### config.mk
export PLATFORM = sky130hd
export DESIGN_NAME = fpc_host
export DESIGN_NICKNAME = d
export VERILOG_FILES = /design/src/design/fpc_pkg.sv /design/src/design/fpc_host.sv
export SDC_FILE = /design/constraint.sdc
export NUM_CORES = 1
export LEC_CHECK = 0
export BUFFER_PORTS_ARGS = -buffer_cell sky130_fd_sc_hd__buf_4
export CAP_MARGIN = 20
export CELL_PAD_IN_SITES_DETAIL_PLACEMENT = 1
export CELL_PAD_IN_SITES_GLOBAL_PLACEMENT = 1
export CORE_UTILIZATION = 38
export CTS_BUF_LIST = sky130_fd_sc_hd__clkbuf_4
export DETAILED_ROUTE_END_ITERATION = 6
export PLACE_DENSITY_LB_ADDON = 0.1
export SLEW_MARGIN = 10
export SYNTH_ARGS = -nofsm -noshare
export SYNTH_HDL_FRONTEND = slang
export SYNTH_SLANG_ARGS = --single-unit
export TNS_END_PERCENT = 5
### constraint.sdc
create_clock -name aclk -period 2.48 [get_ports aclk]
set_input_delay 0.124 -clock aclk [delete_from_list [all_inputs] [get_ports aclk]]
set_output_delay 0.124 -clock aclk [all_outputs]
set_load 0.01 [all_outputs]
### src/design/fpc_pkg.sv
// Contract
// RL1: byte program is four writes: two unlocks, setup A0h, then address and data.
// RL2: device runs program alone and returns to array read when finished.
// RL3: device discards every command written while programming runs.
// RL4: hardware reset aborts program or erase; host reissues the sequence afterwards.
// RL5: programming only clears bits; only erase sets them back to one.
// RL6: unlock bypass entry is two unlocks then a write of 20h.
// RL7: bypass program is two writes: A0h then address and data, repeatable.
// RL8: in bypass mode only bypass program and bypass reset are accepted.
// RL9: bypass exit writes 90h then 00h, addresses ignored, back to array read.
// RL10: chip erase is six writes: unlocks, 80h, unlocks, then 10h.
// RL11: device preprograms cells itself before erasing; host never preprograms.
// RL12: device ignores every command during chip erase, suspend included.
// RL13: sector erase is the six-write pattern ending with sector address and 30h.
// RL14: device accumulates further sector erase pairs within 50 us of last strobe.
// RL15: host spaces extra sector erase commands less than 50 us apart.
// RL16: other commands in the window cancel the erase and return to array read. The model instead takes suspend as ending the window and suspending the erase.
// RL17: once sector erasure begins only erase suspend is accepted.
// RL18: suspend is ignored during chip erase or programming; address is don't-care.
// RL19: suspend during sector erase takes effect within 20 us.
// RL20: while suspended, reads and programs of unselected sectors are allowed.
// RL21: autoselect is accepted while suspended; leaving it returns to suspend.
// RL22: resume continues the suspended erase; repeated resumes are ignored.
// RL23: device takes address on later falling strobe and data on earlier rising one.
// RL24: upper address bits are don't-care in unlock and command cycles.
// RL25: unlocks AAh@555h, 55h@2AAh; 80h setup, 10h chip, 30h sector, B0h suspend, 30h resume.
// RL26: a mismatched write abandons the sequence and returns the device to array read.
package fpc_pkg;
	// ****************************************
	// flash bus and command codes
	// ****************************************
	localparam int ADDR_W = 21;
	localparam logic [10:0] UNLOCK1_ADDR = 11'h555;
	localparam logic [10:0] UNLOCK2_ADDR = 11'h2AA;
	localparam logic [7:0] UNLOCK1_DATA = 8'hAA;
	localparam logic [7:0] UNLOCK2_DATA = 8'h55;
	localparam logic [7:0] CMD_PROGRAM = 8'hA0;
	localparam logic [7:0] CMD_BYPASS = 8'h20;
	localparam logic [7:0] CMD_BYP_EXIT1 = 8'h90;
	localparam logic [7:0] CMD_BYP_EXIT2 = 8'h00;
	localparam logic [7:0] CMD_ERASE_SETUP = 8'h80;
	localparam logic [7:0] CMD_CHIP_ERASE = 8'h10;
	localparam logic [7:0] CMD_SECTOR_ERASE = 8'h30;
	localparam logic [7:0] CMD_SUSPEND = 8'hB0;
	localparam logic [7:0] CMD_RESUME = 8'h30;
	localparam logic [7:0] CMD_AUTOSEL = 8'h90;
	localparam logic [7:0] CMD_RESET = 8'hF0;
	// ****************************************
	// timing
	// ****************************************
	localparam int CLK_MHZ = 50;
	localparam int WE_LOW_NS = 60;
	localparam int WE_HIGH_NS = 40;
	localparam int SECT_WIN_US = 50;
	localparam int RESET_LOW_NS = 500;
	localparam logic [7:0] WE_LOW_CYC = 8'((WE_LOW_NS * CLK_MHZ + 999) / 1000);
	localparam logic [7:0] WE_HIGH_CYC = 8'((WE_HIGH_NS * CLK_MHZ + 999) / 1000);
	localparam logic [7:0] RESET_LOW_CYC = 8'((RESET_LOW_NS * CLK_MHZ + 999) / 1000);
	localparam int SECT_WIN_CYC = SECT_WIN_US * CLK_MHZ;
	// ****************************************
	// register map (AXI4-Lite byte offsets)
	// ****************************************
	localparam logic [7:0] REG_CTRL = 8'h00;
	localparam logic [7:0] REG_ADDR = 8'h04;
	localparam logic [7:0] REG_DATA = 8'h08;
	localparam logic [7:0] REG_STATUS = 8'h0C;
	localparam int CTRL_GO_BIT = 8;
	localparam int STAT_BUSY_BIT = 0;
	localparam int STAT_RDY_BIT = 1;
	localparam int STAT_BYP_BIT = 2;
	localparam logic [1:0] RESP_OKAY = 2'b00;
	localparam logic [1:0] RESP_SLVERR = 2'b10;
	// operation codes written to ctrl[3:0]
	typedef enum logic [3:0] {
		OP_PROGRAM = 4'h1, OP_BYP_ENTER = 4'h2, OP_BYP_PROG = 4'h3, OP_BYP_EXIT = 4'h4,
		OP_CHIP_ERASE = 4'h5, OP_SECT_ERASE = 4'h6, OP_SECT_ADD = 4'h7, OP_SUSPEND = 4'h8,
		OP_RESUME = 4'h9, OP_AUTOSEL = 4'hA, OP_RESET_CMD = 4'hB, OP_HW_RESET = 4'hC
	} fpc_op_t;
	typedef enum logic [1:0] {
		ST_IDLE = 2'b00, ST_LOW = 2'b01, ST_HIGH = 2'b11, ST_RST = 2'b10
	} fpc_state_t;
endpackage

### src/design/fpc_host.sv
`timescale 1ns/100ps
module fpc_host (
	input wire logic aclk, // system clock, 50 MHz
	input wire logic aresetn, // synchronous reset, active low
	input wire logic [7:0] s_axi_awaddr, // write address
	input wire logic s_axi_awvalid, // write address valid
	output logic s_axi_awready, // write address ready
	input wire logic [31:0] s_axi_wdata, // write data
	input wire logic [3:0] s_axi_wstrb, // write byte strobes
	input wire logic s_axi_wvalid, // write data valid
	output logic s_axi_wready, // write data ready
	output logic [1:0] s_axi_bresp, // write response
	output logic s_axi_bvalid, // write response valid
	input wire logic s_axi_bready, // write response ready
	input wire logic [7:0] s_axi_araddr, // read address
	input wire logic s_axi_arvalid, // read address valid
	output logic s_axi_arready, // read address ready
	output logic [31:0] s_axi_rdata, // read data
	output logic [1:0] s_axi_rresp, // read response
	output logic s_axi_rvalid, // read data valid
	input wire logic s_axi_rready, // read data ready
	output logic [fpc_pkg::ADDR_W-1:0] flash_addr, // flash address
	output logic [7:0] flash_dq_o, // flash data out
	output logic flash_dq_oe, // high while driving data
	input wire logic [7:0] flash_dq_i, // flash data in (unused, reads are elsewhere)
	output logic flash_ce_n, // chip enable, active low
	output logic flash_we_n, // write enable, active low
	output logic flash_reset_n, // hardware reset, active low
	input wire logic ready_busy_n // device ready, low while busy
);
	import fpc_pkg::*;
	// ****************************************
	// registers and write sequence store
	// ****************************************
	logic [3:0] op_ff;
	logic [ADDR_W-1:0] tgt_addr_ff;
	logic [7:0] tgt_data_ff;
	logic bypass_ff;
	fpc_state_t state_ff, nxt_state;
	logic [2:0] step_ff, nxt_step;
	logic [7:0] cnt_ff, nxt_cnt;
	logic aw_hold_ff, w_hold_ff;
	logic [7:0] aw_addr_ff;
	logic [31:0] w_data_ff;
	logic [3:0] w_strb_ff;
	// ****************************************
	// sequence table: cycle count and per-step address/data
	// ****************************************
	wire busy = (state_ff != ST_IDLE);
	wire [10:0] seq_lo_addr[0:5];
	wire [7:0] seq_data[0:5];
	wire [2:0] seq_len;
	wire [5:0] seq_tgt; // step uses target address (PA or SA)
	wire is_prog = (op_ff == OP_PROGRAM);
	wire is_erase = (op_ff == OP_CHIP_ERASE) || (op_ff == OP_SECT_ERASE);
	// unlock prefix shared by program, bypass entry, autoselect and both erases [RL25]
	assign seq_lo_addr[0] = UNLOCK1_ADDR;
	assign seq_lo_addr[1] = UNLOCK2_ADDR;
	assign seq_lo_addr[2] = UNLOCK1_ADDR;
	assign seq_lo_addr[3] = UNLOCK1_ADDR;
	assign seq_lo_addr[4] = UNLOCK2_ADDR;
	assign seq_lo_addr[5] = UNLOCK1_ADDR;
	// two-write ops and single-write ops put their first command into slot 0; sector add is one
	// short write, so software can stack sectors well inside the accumulation window [RL15]
	wire short_op = (op_ff == OP_BYP_PROG) || (op_ff == OP_BYP_EXIT) || (op_ff == OP_SUSPEND)
		|| (op_ff == OP_RESUME) || (op_ff == OP_RESET_CMD) || (op_ff == OP_SECT_ADD);
	wire [7:0] cmd3 = is_prog ? CMD_PROGRAM : (op_ff == OP_BYP_ENTER) ? CMD_BYPASS :
		(op_ff == OP_AUTOSEL) ? CMD_AUTOSEL : CMD_ERASE_SETUP; // [RL1] [RL6] [RL10]
	wire [7:0] short0 = (op_ff == OP_BYP_PROG) ? CMD_PROGRAM : (op_ff == OP_BYP_EXIT) ? CMD_BYP_EXIT1 :
		(op_ff == OP_SUSPEND) ? CMD_SUSPEND : (op_ff == OP_RESUME) ? CMD_RESUME :
		(op_ff == OP_SECT_ADD) ? CMD_SECTOR_ERASE : CMD_RESET; // [RL7] [RL9] [RL18] [RL22]
	wire [7:0] short1 = (op_ff == OP_BYP_PROG) ? tgt_data_ff : CMD_BYP_EXIT2;
	assign seq_data[0] = short_op ? short0 : UNLOCK1_DATA;
	assign seq_data[1] = short_op ? short1 : UNLOCK2_DATA;
	assign seq_data[2] = cmd3;
	assign seq_data[3] = is_prog ? tgt_data_ff : UNLOCK1_DATA;
	assign seq_data[4] = UNLOCK2_DATA;
	assign seq_data[5] = (op_ff == OP_CHIP_ERASE) ? CMD_CHIP_ERASE : CMD_SECTOR_ERASE; // [RL13]
	assign seq_len = is_erase ? 3'd6 : is_prog ? 3'd4 : ((op_ff == OP_BYP_ENTER) || (op_ff == OP_AUTOSEL)) ? 3'd3 :
		((op_ff == OP_BYP_PROG) || (op_ff == OP_BYP_EXIT)) ? 3'd2 : 3'd1;
	// target-address slots: program's 4th, bypass program's 2nd, sector erase's 6th, sector add's 1st
	assign seq_tgt = {op_ff == OP_SECT_ERASE, 1'b0, is_prog, 1'b0, op_ff == OP_BYP_PROG, op_ff == OP_SECT_ADD};
	// unlock addresses only drive the low bits; upper bits held zero [RL24]
	wire [ADDR_W-1:0] step_addr = (seq_tgt[step_ff] || (short_op && op_ff != OP_SECT_ADD && step_ff == 3'd1 &&
		op_ff == OP_BYP_PROG)) ? tgt_addr_ff : {{(ADDR_W-11){1'b0}}, short_op ? 11'h000 : seq_lo_addr[step_ff]};
	wire last_step = (step_ff == seq_len - 3'd1);
	// ****************************************
	// write-cycle engine: each step is a CE/WE low pulse then a high gap
	// ****************************************
	always_comb begin
		nxt_state = state_ff;
		nxt_step = step_ff;
		nxt_cnt = (cnt_ff != 8'h00) ? cnt_ff - 8'h01 : 8'h00;
		unique case (state_ff)
			ST_IDLE: begin
				nxt_step = 3'd0;
			end
			ST_LOW: if (cnt_ff == 8'h00) begin
				nxt_state = ST_HIGH; // data taken on rising strobe [RL23]
				nxt_cnt = WE_HIGH_CYC - 8'h01; // the count includes zero, so load one less
			end
			ST_HIGH: if (cnt_ff == 8'h00) begin
				if (last_step) begin
					nxt_state = ST_IDLE;
				end else begin
					nxt_state = ST_LOW;
					nxt_step = step_ff + 3'd1;
					nxt_cnt = WE_LOW_CYC - 8'h01;
				end
			end
			ST_RST: if (cnt_ff == 8'h00) begin
				nxt_state = ST_IDLE; // aborts the device's operation [RL4]
			end
		endcase
	end
	// ****************************************
	// AXI4-Lite slave: address and data taken in either order
	// ****************************************
	wire aw_take = s_axi_awvalid && s_axi_awready;
	wire w_take = s_axi_wvalid && s_axi_wready;
	wire aw_have = aw_hold_ff || aw_take;
	wire w_have = w_hold_ff || w_take;
	wire [7:0] wa = aw_hold_ff ? aw_addr_ff : s_axi_awaddr;
	wire [31:0] wd = w_hold_ff ? w_data_ff : s_axi_wdata;
	wire [3:0] ws = w_hold_ff ? w_strb_ff : s_axi_wstrb;
	wire wr_fire = aw_have && w_have && !s_axi_bvalid;
	wire wr_ok = (wa == REG_CTRL) || (wa == REG_ADDR) || (wa == REG_DATA) || (wa == REG_STATUS);
	// a go while busy is dropped so an in-flight sequence is never torn apart
	wire go = wr_fire && (wa == REG_CTRL) && ws[1] && wd[CTRL_GO_BIT] && !busy;
	wire rd_ok = (s_axi_araddr == REG_CTRL) || (s_axi_araddr == REG_ADDR) || (s_axi_araddr == REG_DATA)
		|| (s_axi_araddr == REG_STATUS);
	wire [31:0] status_word = {29'h0, bypass_ff, ready_busy_n, busy};
	wire [31:0] rd_word = (s_axi_araddr == REG_CTRL) ? {28'h0, op_ff} :
		(s_axi_araddr == REG_ADDR) ? {{(32-ADDR_W){1'b0}}, tgt_addr_ff} :
		(s_axi_araddr == REG_DATA) ? {24'h0, tgt_data_ff} : (s_axi_araddr == REG_STATUS) ? status_word : 32'h0;
	// bus handshake flops
	always_ff @(posedge aclk) begin
		if (!aresetn) begin
			aw_hold_ff <= 1'b0;
			w_hold_ff <= 1'b0;
			aw_addr_ff <= 8'h00;
			w_data_ff <= 32'h0;
			w_strb_ff <= 4'h0;
			s_axi_bvalid <= 1'b0;
			s_axi_bresp <= RESP_OKAY;
			s_axi_awready <= 1'b0;
			s_axi_wready <= 1'b0;
		end else begin
			if (aw_take) begin
				aw_addr_ff <= s_axi_awaddr;
			end
			if (w_take) begin
				w_data_ff <= s_axi_wdata;
				w_strb_ff <= s_axi_wstrb;
			end
			aw_hold_ff <= aw_have && !wr_fire;
			w_hold_ff <= w_have && !wr_fire;
			s_axi_awready <= !aw_have && !s_axi_bvalid && !s_axi_awready;
			s_axi_wready <= !w_have && !s_axi_bvalid && !s_axi_wready;
			if (wr_fire) begin
				s_axi_bvalid <= 1'b1;
				s_axi_bresp <= wr_ok ? RESP_OKAY : RESP_SLVERR;
			end else if (s_axi_bready) begin
				s_axi_bvalid <= 1'b0;
			end
		end
	end
	// read channel: data one cycle after the arvalid/arready handshake, held until rready
	always_ff @(posedge aclk) begin
		if (!aresetn) begin
			s_axi_arready <= 1'b0;
			s_axi_rvalid <= 1'b0;
			s_axi_rdata <= 32'h0;
			s_axi_rresp <= RESP_OKAY;
		end else begin
			s_axi_arready <= s_axi_arvalid && !s_axi_arready && !s_axi_rvalid;
			if (s_axi_arvalid && s_axi_arready) begin
				s_axi_rvalid <= 1'b1;
				s_axi_rdata <= rd_word;
				s_axi_rresp <= rd_ok ? RESP_OKAY : RESP_SLVERR;
			end else if (s_axi_rready) begin
				s_axi_rvalid <= 1'b0;
			end
		end
	end
	// ****************************************
	// order registers and engine state
	// ****************************************
	always_ff @(posedge aclk) begin
		if (!aresetn) begin
			op_ff <= 4'h0;
			tgt_addr_ff <= '0;
			tgt_data_ff <= 8'h00;
			state_ff <= ST_IDLE;
			step_ff <= 3'd0;
			cnt_ff <= 8'h00;
		end else begin
			if (wr_fire && wa == REG_ADDR && !busy) begin
				tgt_addr_ff <= wd[ADDR_W-1:0];
			end
			if (wr_fire && wa == REG_DATA && ws[0] && !busy) begin
				tgt_data_ff <= wd[7:0];
			end
			if (go) begin
				op_ff <= wd[3:0];
				state_ff <= (wd[3:0] == OP_HW_RESET) ? ST_RST : ST_LOW;
				cnt_ff <= ((wd[3:0] == OP_HW_RESET) ? RESET_LOW_CYC : WE_LOW_CYC) - 8'h01;
				step_ff <= 3'd0;
			end else begin
				state_ff <= nxt_state;
				step_ff <= nxt_step;
				cnt_ff <= nxt_cnt;
			end
		end
	end
	// bypass mode tracking: set by entry, cleared by exit or hardware reset [RL8]
	always_ff @(posedge aclk) begin
		if (!aresetn) begin
			bypass_ff <= 1'b0;
		end else if (state_ff == ST_HIGH && cnt_ff == 8'h00 && last_step) begin
			if (op_ff == OP_BYP_ENTER) begin
				bypass_ff <= 1'b1;
			end else if (op_ff == OP_BYP_EXIT) begin
				bypass_ff <= 1'b0;
			end
		end else if (state_ff == ST_RST) begin
			bypass_ff <= 1'b0;
		end
	end
	// ****************************************
	// flash pins, all from flops
	// ****************************************
	// strobes trail the state by one cycle, so address and data already belong to the new step
	// when the strobe falls; data is held one cycle past the rising strobe [RL23]
	always_ff @(posedge aclk) begin
		if (!aresetn) begin
			flash_addr <= '0;
			flash_dq_o <= 8'h00;
			flash_dq_oe <= 1'b0;
			flash_ce_n <= 1'b1;
			flash_we_n <= 1'b1;
			flash_reset_n <= 1'b1;
		end else begin
			flash_addr <= step_addr;
			flash_dq_o <= seq_data[step_ff];
			flash_dq_oe <= (state_ff == ST_LOW) || !flash_we_n;
			flash_ce_n <= (state_ff != ST_LOW);
			flash_we_n <= (state_ff != ST_LOW);
			flash_reset_n <= (state_ff != ST_RST); // [RL4]
		end
	end
	// ****************************************
	// checks
	// ****************************************
	a_prog_four_cycles: assert property (@(posedge aclk) disable iff (!aresetn)
		go && wd[3:0] == OP_PROGRAM |=> seq_len == 3'd4) else $error("program not four writes"); // [RL1]
	a_erase_six_cycles: assert property (@(posedge aclk) disable iff (!aresetn)
		is_erase && busy |-> seq_len == 3'd6) else $error("erase not six writes"); // [RL10]
	a_bypass_entry: assert property (@(posedge aclk) disable iff (!aresetn)
		op_ff == OP_BYP_ENTER && !flash_we_n && step_ff == 3'd2 |-> flash_dq_o == CMD_BYPASS)
		else $error("bypass entry code wrong"); // [RL6]
	a_bypass_exit: assert property (@(posedge aclk) disable iff (!aresetn)
		op_ff == OP_BYP_EXIT && !flash_we_n |->
		flash_dq_o == ((step_ff == 3'd0) ? CMD_BYP_EXIT1 : CMD_BYP_EXIT2))
		else $error("bypass exit codes wrong"); // [RL9]
	a_sector_last: assert property (@(posedge aclk) disable iff (!aresetn)
		op_ff == OP_SECT_ERASE && !flash_we_n && step_ff == 3'd5 |->
		flash_addr == tgt_addr_ff && flash_dq_o == CMD_SECTOR_ERASE)
		else $error("sector erase last write wrong"); // [RL13]
	a_low_width: assert property (@(posedge aclk) disable iff (!aresetn)
		$fell(flash_we_n) |-> !flash_we_n [*3]) else $error("write pulse too short"); // [RL23]
	a_addr_stable: assert property (@(posedge aclk) disable iff (!aresetn)
		!flash_we_n && !$fell(flash_we_n) |-> $stable(flash_addr) && $stable(flash_dq_o))
		else $error("bus moved during write pulse"); // [RL23]
	a_reset_pulse: assert property (@(posedge aclk) disable iff (!aresetn)
		$fell(flash_reset_n) |-> flash_we_n && flash_ce_n) else $error("write during hardware reset"); // [RL4]
endmodule

==> out/qor.yml, run 1 <==
run_status:
  outcome: "finished, final reports clean"
route:
  dr_total_vias: 5693
  wire_per_inst_um: 16.8
  antenna_left: 0
  drt_iter0_drc: 265
  avgViaCountPerCell: 5.19
  dr.pass1.iters: 4
  wirelength_um: 18500
  drc: 0
placed_design:
  gp_congestion: 0.824
  io_buffers: 107
  post-place-ws_ps: 98.5
  hpwl_um: 13000
  placedCellCount: 1015
final_layout:
  multi_input_area_sq_um: 3090
  regArea_sq_um: 2810
  area_growth_pct: 28.6
  fin_nets: 945
  fin_cells: 1096
  drive_above_1_share_pct: 21.6
  fin_util_pct: 50.5
  fillers: 1942
timing:
  drv_slew: 0
  max_freq_mhz: 406
  holdWs_ps: 57.4
  setup_slack_ps: 14.8
  fin_skew_ps: 22.5
  fin_tns_setup_ps: 0
  finalSetupViolCount: 0
  post-route-min-period_ps: 2470
  min_period_over_period_pct: 99.4
  max_slew_margin_pct: 42.1
  hold_violations: 0
  worst_pin_slew_ps: 869
yosys:
  synth_xor_area_share_pct: 1.12
  synth-adder-area-share_pct: 2.19
  synth_top_family_by_area: "simple AND/OR/NAND/NOR gates"
  synth-seq-area-share_pct: 44.6
  synth-edff-count: 0
  ys_types: 64
  muxShareOfSynthArea_pct: 6.97
  synthCells: 720
  yosysMostFrequentCell: "dfxtp_1"
  synth_compound_area_share_pct: 18.8
  synth_area_leaders: "dfxtp_1, a21oi_1, nand2_1"
  yosys.area_share.simple_pct: 19.0
  synth_top_area_share_pct: 44.6
  synth_area_sq_um: 6280
  async_flop_share_pct: 0
  ys_warn_count: 0
  synth_seq_cells: 140
  synth_ff_type: "dfxtp_1"
  syn_avg_cell_area_sq_um: 8.73
  synth_top_cell_by_area: "dfxtp_1"
  synth_common_cells: "dfxtp_1, nand2_1, nor2_1, a21oi_1, nor3_1"
critical_path:
  critPathRequiredTime_ps: 2930
  start_kind: "register"
  reg2reg_slack_ps: 10
  path_class: "reg -> reg"
  critPathMaxFanout: 8
  cp.arrival_ps: 2920
  worstSetupEndpointType: "register"
clocking:
  path_clk_slew_ps: 120
  clk_latency_ps: 570
  post_cts.repair.setup_buffers: 0
  cts.sinks: 140
  htreeDepth: 4
  cts_buffer_depth: 2
  cts_tree: "built"
  root_buffer: "clkbuf_4"
  cts-buffers-inserted: 17
power:
  power.density_nw_per_um2: 625
  vdd_drop_max_mv: 0.432
  p_leak_nw: 3.06
global_route:
  grt_pass1_wl_um: 29000
  grtUsageTotal_pct: 22.0
  globalRouteOverflowTotal: 0
  grt_max_degree: 45
  grt_pass1_vias: 5700
  antenna_found_initial: 1
die:
  io-pin-count: 142
  row_count: 46
  die_area_sq_um: 17100
  die_width_um: 131
  start_util_pct: 39.3
  die_height_um: 131
  core_sq_um: 16000
run:
  drv_cap: 0
worst_hold_path:
  hold_path_class: "in -> reg"
## layout make-up
type,instances,share of cell area (%)
Clock buffer,17,1.58
Multi-Input combinational cell,499,38.2
Timing Repair Buffer,179,18.6
Antenna cell,1,0.0310
Tap cell,216,3.35
Sequential cell,140,34.7
Clock inverter,15,2.18
Inverter,29,1.35
## placed cells by master (no fill, tap or decap), drive strengths merged, types with 4 or more instances in the layout
master / instances
a22oi: 19
nor3: 36
o21ai: 18
xor2: 5
nand2b: 10
conb: 13
dfxtp: 140
a21oi: 67
buf: 131
a21o: 9
nor2: 68
dlygate4sd3: 48
o211ai: 7
a211oi: 24
nor4b: 4
ha: 11
nand2: 80
o22ai: 4
nand3: 21
clkinv: 5
inv: 36
nand4: 4
mux2i: 28
clkbuf: 17
nor3b: 10
mux2: 8
a222oi: 4
## registers in the layout, indices dropped and copies added, names as in the netlist, 2 cells and up
signal       flops
tgt_addr_ff     21
state_ff         2
step_ff          3
flash_addr      21
cnt_ff           8
tgt_data_ff      8
w_strb_ff        2
aw_addr_ff       8
op_ff            4
flash_dq_o       8
s_axi_rdata     21
w_data_ff       21
## per-stage QoR
step	area (sq um)	total power [mW]
floorplan	6330	3.15
global placement	7270	3.40
detailed placement	7270	3.45
CTS	8060	5.10
global route	8080	5.30
finish	8080	5.05
## cells by family after synthesis
kind of cell | after synthesis
XOR/XNOR | 8
AO/OA/AOI/OAI | 176
multiplexers | 39
buffers and inverters | 93
adder cells (fa/ha/maj) | 11
AND/OR/NAND/NOR | 252
flip-flops | 140
other | 1
## final timing paths
| path | start | to | depth (start not counted) |
|---|---|---|---|
| worst min register to register | w_data_ff[7]$_SDFFE_PN0P_ | w_data_ff[7]$_SDFFE_PN0P_ | 2 |
| worst min-delay path | ready_busy_n | s_axi_rdata[1]$_SDFFE_PN0P_ | 4 |
| worst max-delay path | op_ff[0]$_SDFFE_PN0P_ | cnt_ff[1]$_SDFF_PN0_ | 8 |
| worst max register to register | op_ff[0]$_SDFFE_PN0P_ | cnt_ff[1]$_SDFF_PN0_ | 8 |
## critical path, stage by stage (launching register included)
cell      delay [ps]
dfxtp_2          380
o21ai_0          250
o211ai_1         170
ha_1             330
xnor2_2          160
a211oi_1         380
o22a_2           290
nor2_1            80
o311a_1          320
## routing by layer
| layer | GRT usage, % | routed length [um] | vias up |
|---|---|---|---|
| met3 | 4.03 | 712 | 17 |
| li1 | - | - | 2806 |
| met2 | 37.9 | 9020 | 124 |
| met1 | 27.9 | 8560 | 2746 |
| met4 | 7.10 | 175 | 0 |
| met5 | 0 | 0 | - |
## power by group
group / leakage, nW / internal, mW / switching (mW)
sequential: 1.14 / 2.37 / 0.0914
clock: 0.164 / 0.636 / 0.956
combinational: 1.76 / 0.457 / 0.540
## what timing repair did
action,CTS,global route
endpoints found under the hold margin,75,0
setup endpoints to repair,0,6
hold buffers,48,0
gates resized for setup,0,6
Power figures use the tool's default switching activity.
==> run 2: changes to the inputs <==
--- a/config.mk
+++ b/config.mk
@@ -5,11 +5,12 @@
 export SDC_FILE = /design/constraint.sdc
 export NUM_CORES = 1
 export LEC_CHECK = 0
+export ABC_AREA = 1
 export BUFFER_PORTS_ARGS = -buffer_cell sky130_fd_sc_hd__buf_4
 export CAP_MARGIN = 20
 export CELL_PAD_IN_SITES_DETAIL_PLACEMENT = 1
 export CELL_PAD_IN_SITES_GLOBAL_PLACEMENT = 1
-export CORE_UTILIZATION = 38
+export CORE_UTILIZATION = 36
 export CTS_BUF_LIST = sky130_fd_sc_hd__clkbuf_4
 export DETAILED_ROUTE_END_ITERATION = 6
 export PLACE_DENSITY_LB_ADDON = 0.1
==> run 2 against run 1 <==
Maximum frequency grew 9.5%; combinational power is 4% higher; clock skew up 1.7 ps; critical path depth is 9 higher; final cell count rose by 9.6%; clock power decreased by 5%; core utilization down 2.9 points; sequential share of layout area increased by 1.1 points; setup slack improved by 210 ps; synthesized cell count is 12% higher.
==> out/qor.yml, run 2 <==
power:
  p_leak_nw: 3.36  # +9.6%
  power.density_nw_per_um2: 640  # +2.4%
  vdd_drop_max_mv: 0.290  # -33%
yosys:
  ys_types: 40  # -38%
  synth-adder-area-share_pct: 2.28  # +0.086 points
  syn_avg_cell_area_sq_um: 7.47  # -14%
  synth_common_cells: "dfxtp_1, nand2_1, nor2_1, o21ai_0, a21oi_1"
  synth_area_leaders: "dfxtp_1, o21ai_0, nand2_1"
  ys_warn_count: 0  # unchanged
  synthCells: 809  # +12%
  synth_ff_type: "dfxtp_1"
  synth_xor_area_share_pct: 0.724  # -0.39 points
  synth-edff-count: 0  # unchanged
  synth_top_cell_by_area: "dfxtp_1"
  synth_area_sq_um: 6050  # -3.8%
  yosysMostFrequentCell: "dfxtp_1"
  yosys.area_share.simple_pct: 21.4  # +2.4 points
  synth_top_area_share_pct: 46.4  # +1.8 points
  synth_compound_area_share_pct: 17.9  # -0.90 points
  synth_seq_cells: 140  # unchanged
  async_flop_share_pct: 0  # unchanged
  synth_top_family_by_area: "simple AND/OR/NAND/NOR gates"
  muxShareOfSynthArea_pct: 1.99  # -5.0 points
  synth-seq-area-share_pct: 46.4  # +1.8 points
timing:
  min_period_over_period_pct: 90.8  # -8.6 points
  finalSetupViolCount: 0  # unchanged
  hold_violations: 0  # unchanged
  worst_pin_slew_ps: 756  # -113 ps
  fin_skew_ps: 24.2  # +1.74 ps
  fin_tns_setup_ps: 0  # unchanged
  holdWs_ps: 32.9  # -24.6 ps
  post-route-min-period_ps: 2250  # -213 ps
  max_freq_mhz: 444  # +9.5%
  max_slew_margin_pct: 49.5  # +7.5 points
  drv_slew: 0  # unchanged
final_layout:
  fin_nets: 1046  # +11%
  fillers: 2091  # +7.7%
  final_cell_mix: "dfxtp_1, buf_4, nand2_1"
  drive_above_1_share_pct: 18.8  # -2.8 points
  final_common_cell: "dfxtp_1"
  stdcell_area_sq_um: 7840  # -2.9%
  fin_util_pct: 47.6  # -2.9 points
  area_growth_pct: 29.7
die:
  io-pin-count: 142  # unchanged
  die_height_um: 132  # +0.77%
  row_count: 47  # +2.2%
  die_area_sq_um: 17300  # +1.5%
  die_width_um: 132  # +0.77%
  core_sq_um: 16500  # +2.9%
  start_util_pct: 36.7  # -2.6 points
critical_path:
  endpoint: "cnt_ff[1]$_SDFF_PN0_"
  critPathMaxFanout: 5  # -3
  crit_top_cell: "nand2_1"
  worstSetupEndpointType: "register"
  r2r_start: "op_ff[2]$_SDFFE_PN0P_"
  critPathRequiredTime_ps: 2970  # +40 ps
  path_class: "reg -> reg"
  reg2reg_slack_ps: 230  # +210 ps
  cp_cell_sequence: "inv_2, nor2_4, nand2_1, nand2_1, nor2_1, nand2_1, ha_1, inv_1, nand2_1, nand2_1, nand4_1, a21oi_2, nand2_2, nand2_2, nand4_1, nand3_1, inv_1"
  start_kind: "register"
  worst_r2r_endpoint: "cnt_ff[1]$_SDFF_PN0_"
  cp.arrival_ps: 2740  # -180 ps
  critical-path-max-stage-delay_ps: 350  # -30 ps
  worstRegToRegCells: 17  # +9
  cp-startpoint: "op_ff[2]$_SDFFE_PN0P_"
  crit_slowest_cell: "dfxtp_1"
global_route:
  gr-usage-met1_pct: 26.6  # -1.3 points
  use_met2_pct: 41.8  # +3.9 points
  grt_pass1_wl_um: 31300  # +7.7%
  antenna_found_initial: 1  # unchanged
  grt_max_degree: 49  # +8.9%
  grtUsageTotal_pct: 22.8  # +0.73 points
  grt_use_met3_pct: 4.71  # +0.68 points
  globalRouteOverflowTotal: 0  # unchanged
  grt_pass1_vias: 6234  # +9.4%
  grt.busiest_layer: "met2"
run:
  drv_cap: 0  # unchanged
route:
  antenna_left: 0  # unchanged
  dr_total_vias: 5910  # +3.8%
  drc: 0  # unchanged
  dr.pass1.iters: 4  # unchanged
  avgViaCountPerCell: 4.92  # -5.3%
  drt_iter0_drc: 212  # -20%
  wirelength_um: 18900  # +2.3%
  wire_per_inst_um: 15.7  # -6.7%
placed_design:
  gp_congestion: 0.849  # +3.0%
  dpl_cell_area_sq_um: 7080  # -2.7%
  hpwl_um: 13600  # +4.5%
  io_buffers: 107  # unchanged
clocking:
  cts-buffers-inserted: 17  # unchanged
  path_clk_slew_ps: 140  # +20 ps
  cts_tree: "built"
  cts.sinks: 140  # unchanged
  root_buffer: "clkbuf_4"
  clk_latency_ps: 580  # about the same
  cts_buffer_depth: 2  # unchanged
  htreeDepth: 4  # unchanged
run_status:
  outcome: "finished, final reports clean"
worst_hold_path:
  hold_depth: 5  # +1
  hold_path_class: "in -> reg"
## run 2: how the worst min path moves through the flow
| stage | startpoint | endpoint | slack, ps |
|---|---|---|---|
| floorplan | s_axi_arvalid | s_axi_arready$_SDFF_PN0_ | 240 |
| global placement | s_axi_arvalid | s_axi_arready$_SDFF_PN0_ | 370 |
| detailed placement | s_axi_rready | s_axi_rvalid$_SDFFE_PN0P_ | 390 |
| CTS | s_axi_wvalid | w_hold_ff$_SDFF_PN0_ | 9 |
| global route | s_axi_wvalid | w_hold_ff$_SDFF_PN0_ | 50 |
| finish | s_axi_wvalid | w_hold_ff$_SDFF_PN0_ | 30 |
## run 2: layout make-up
| type | count | area [sq um] | area share (%) |
|---|---|---|---|
| multi-input combinational | 550 | 2740 | 35.0 |
| clock inverter | 15 | 153 | 1.95 |
| inverter | 84 | 315 | 4.02 |
| timing repair buffer | 174 | 1420 | 18.1 |
| clock buffer | 17 | 128 | 1.63 |
| tap | 220 | 275 | 3.51 |
| antenna | 1 | 2.50 | 0.0319 |
| sequential | 140 | 2810 | 35.8 |
## run 2: power breakdown
part           internal, mW  leakage, nW  switching [mW]
logic                 0.423         2.06           0.614
registers              2.39         1.14          0.0855
clock network         0.538        0.158           0.972
## run 2: cell families after synthesis
logic type | Yosys count
AND/OR/NAND/NOR | 303
AO/OA/AOI/OAI | 206
flip-flops | 140
buffers and inverters | 131
multiplexers | 12
adder cells (fa/ha/maj) | 11
XOR/XNOR | 5
other | 1
## run 2: repair_timing
item	4_1_cts	5_1_grt
gates resized for setup	0	10
endpoints found under the setup margin	0	8
buffers inserted	0	1
hold endpoints to repair	63	0
hold buffers	45	0
## run 2: critical path: cells and delay by family, from the launching register on
kind	cells	cell delay, ps
adders and majority gates	1	220
AOI/OAI and AO/OA	1	200
DFF	1	350
and+or+nand+nor	12	1180
buffers and inverters	3	220
## run 2: through the flow
stage | std cells | total power, mW | worst slack, ps
finish | 1201 | 5.02 | 228
global route | 1201 | 5.32 | -7.96
CTS | 1199 | 5.07 | 5.32
detailed placement | 1122 | 3.50 | 25.4
global placement | 1122 | 3.44 | 152
floorplan | 821 | 3.17 | 428
## run 2: routing by layer
layer | vias up | share of wire [%]
met3 | 19 | 3.3
met1 | 2837 | 44
met4 | 0 | 1.3
met2 | 92 | 52
li1 | 2962 | -
met5 | - | 0
==> run 3: changes to the inputs <==
--- a/config.mk
+++ b/config.mk
@@ -10,6 +10,7 @@
 export CAP_MARGIN = 20
 export CELL_PAD_IN_SITES_DETAIL_PLACEMENT = 1
 export CELL_PAD_IN_SITES_GLOBAL_PLACEMENT = 1
+export CORE_ASPECT_RATIO = 1.5
 export CORE_UTILIZATION = 36
 export CTS_BUF_LIST = sky130_fd_sc_hd__clkbuf_4
 export DETAILED_ROUTE_END_ITERATION = 6
==> run 3 against run 2 <==
Setup slack got worse by 42 ps; register-to-register slack worse by 40 ps; flip-flop and latch count unchanged; sequential power about the same; non-clock buffer count is the same; clock power shrank 7%; combinational power about the same; highest routed layer unchanged; first-iteration DRC count fell by 2.4%.
==> out/qor.yml, run 3 (synthesis results as in run 2) <==
critical_path:
  critPathMaxFanout: 5  # unchanged
  path_class: "reg -> reg"
  cp_cell_sequence: "inv_1, nor2_1, nand2_1, nand2_1, inv_1, nand2_1, ha_1, xor2_1, inv_1, a21oi_4, nand2_2, nand2_2, nand4_1, nand3_1, inv_1"
  crit_top_cell: "inv_1"
  cp.arrival_ps: 2790  # +50 ps
  endpoint: "cnt_ff[1]$_SDFF_PN0_"
  r2r_start: "op_ff[0]$_SDFFE_PN0P_"
  worst_r2r_endpoint: "cnt_ff[1]$_SDFF_PN0_"
  worstRegToRegCells: 15  # -2
  worstSetupEndpointType: "register"
  cp-startpoint: "op_ff[0]$_SDFFE_PN0P_"
  reg2reg_slack_ps: 190  # -40 ps
  critical-path-max-stage-delay_ps: 380  # +30 ps
  critPathRequiredTime_ps: 2970  # about the same
  start_kind: "register"
  crit_slowest_cell: "dfxtp_2"
route:
  avgViaCountPerCell: 5.01  # +1.9%
  wirelength_um: 19500  # +3.2%
  antenna_left: 0  # unchanged
  dr_total_vias: 5950  # +0.68%
  drt_iter0_drc: 207  # -2.4%
  dr.pass1.iters: 5  # +1
  drc: 0  # unchanged
  wire_per_inst_um: 16.4  # +4.4%
die:
  die_width_um: 108  # -18%
  core_sq_um: 16300  # -0.81%
  start_util_pct: 37.0  # +0.30 points
  die_area_sq_um: 17300  # about the same
  io-pin-count: 142  # unchanged
  row_count: 57  # +21%
  die_height_um: 161  # +22%
final_layout:
  fillers: 2036  # -2.6%
  final_cell_mix: "dfxtp_1, buf_4, nand2_1"
  drive_above_1_share_pct: 19.0  # +0.20 points
  fin_nets: 1046  # unchanged
  final_common_cell: "dfxtp_1"
  area_growth_pct: 29.2
  fin_cells: 1187  # -1.2%
timing:
  fin_skew_ps: 23.3  # -0.902 ps
  setup_slack_ps: 186  # -41.7 ps
  rsz0062_at_grt: "no"
  finalSetupViolCount: 0  # unchanged
  min_period_over_period_pct: 92.5  # +1.7 points
  max_slew_margin_pct: 53.2  # +3.6 points
  holdWs_ps: 32.6  # -0.245 ps
  post-route-min-period_ps: 2290  # +41.7 ps
  drv_slew: 0  # unchanged
  hold_violations: 0  # unchanged
  max_freq_mhz: 436  # -1.8%
  worst_pin_slew_ps: 702  # -54.5 ps
  fin_tns_setup_ps: 0  # unchanged
run_status:
  outcome: "finished, final reports clean"
clocking:
  htreeDepth: 4  # unchanged
  cts-buffers-inserted: 17  # unchanged
  post_cts.repair.setup_buffers: 0  # unchanged
  cts_buffer_depth: 2  # unchanged
  cts.sinks: 140  # unchanged
  clk_latency_ps: 570  # about the same
  root_buffer: "clkbuf_4"
  path_clk_slew_ps: 140  # about the same
  cts_tree: "built"
global_route:
  globalRouteOverflowTotal: 0  # unchanged
  grtUsageTotal_pct: 23.3  # +0.50 points
  antenna_found_initial: 1  # unchanged
  grt_pass1_wl_um: 31100  # -0.42%
  grt_pass1_vias: 6380  # +2.3%
  grt_max_degree: 50  # +2.0%
placed_design:
  io_buffers: 107  # unchanged
  gp_congestion: 0.880  # +3.7%
  placedCellCount: 1111  # -0.98%
  post-place-ws_ps: -15.9  # -41.3 ps
  hpwl_um: 14500  # +6.6%
power:
  vdd_drop_max_mv: 0.301  # +3.7%
  p_total_mw: 4.91  # -2.1%
  power.density_nw_per_um2: 629  # -1.8%
  p_leak_nw: 3.34  # -0.60%
worst_hold_path:
  worstHoldStart: "s_axi_awvalid"
  hold_path_class: "in -> reg"
run:
  drv_cap: 0  # unchanged
-- run 3: how the worst min path moves through the flow --
stage               cells past startpoint                         end
detailed placement                      3    s_axi_arready$_SDFF_PN0_
global placement                        3    s_axi_arready$_SDFF_PN0_
finish                                  4  aw_addr_ff[1]$_SDFFE_PN0P_
global route                            4  aw_addr_ff[1]$_SDFFE_PN0P_
CTS                                     4  aw_addr_ff[1]$_SDFFE_PN0P_
floorplan                               2    s_axi_arready$_SDFF_PN0_
-- run 3: final cells by class --
type	count	area (sq um)	area share (%)
Multi-Input combinational cell	550	2750	35.2
Antenna cell	1	2.50	0.0320
Clock buffer	19	143	1.83
Sequential cell	140	2810	35.9
Clock inverter	13	119	1.52
Inverter	84	315	4.04
Timing Repair Buffer	174	1410	18.1
Tap cell	206	258	3.30
-- run 3: repair_timing --
item | in CTS | in global routing
endpoints found under the setup margin | 4 | 6
pin swaps | 0 | 2
hold buffers | 43 | 0
resized for setup | 1 | 10
hold endpoints to repair | 68 | 0
cloned | 0 | 0
-- run 3: metal layers --
metal | part of all wire [%] | track usage [%]
met1 | 37 | 23.2
met2 | 57 | 45.7
met3 | 3.3 | 4.75
met4 | 2.6 | 8.78
met5 | 0 | 0
-- run 3: power by group --
part | switching (mW) | internal, mW
Clock | 0.883 | 0.523
Combinational | 0.615 | 0.420
Sequential | 0.0859 | 2.38
-- run 3: critical path, delay by kind of cell (launching register included) --
| family | cells | cell delay, ps |
|---|---|---|
| flip-flops | 1 | 380 |
| AND/OR/NAND/NOR | 8 | 950 |
| AO/OA/AOI/OAI | 1 | 160 |
| adder cells (fa/ha/maj) | 1 | 260 |
| XOR/XNOR | 1 | 190 |
| buffers and inverters | 4 | 270 |
-- run 3: stage by stage --
stage | utilization (%) | area [sq um]
3_3_place_gp | 43.4 | 7080
5_1_grt | 47.8 | 7810
6_report | 47.8 | 7810
4_1_cts | 47.6 | 7780
2_1_floorplan | - | 6090
3_5_place_dp | 43.4 | 7080
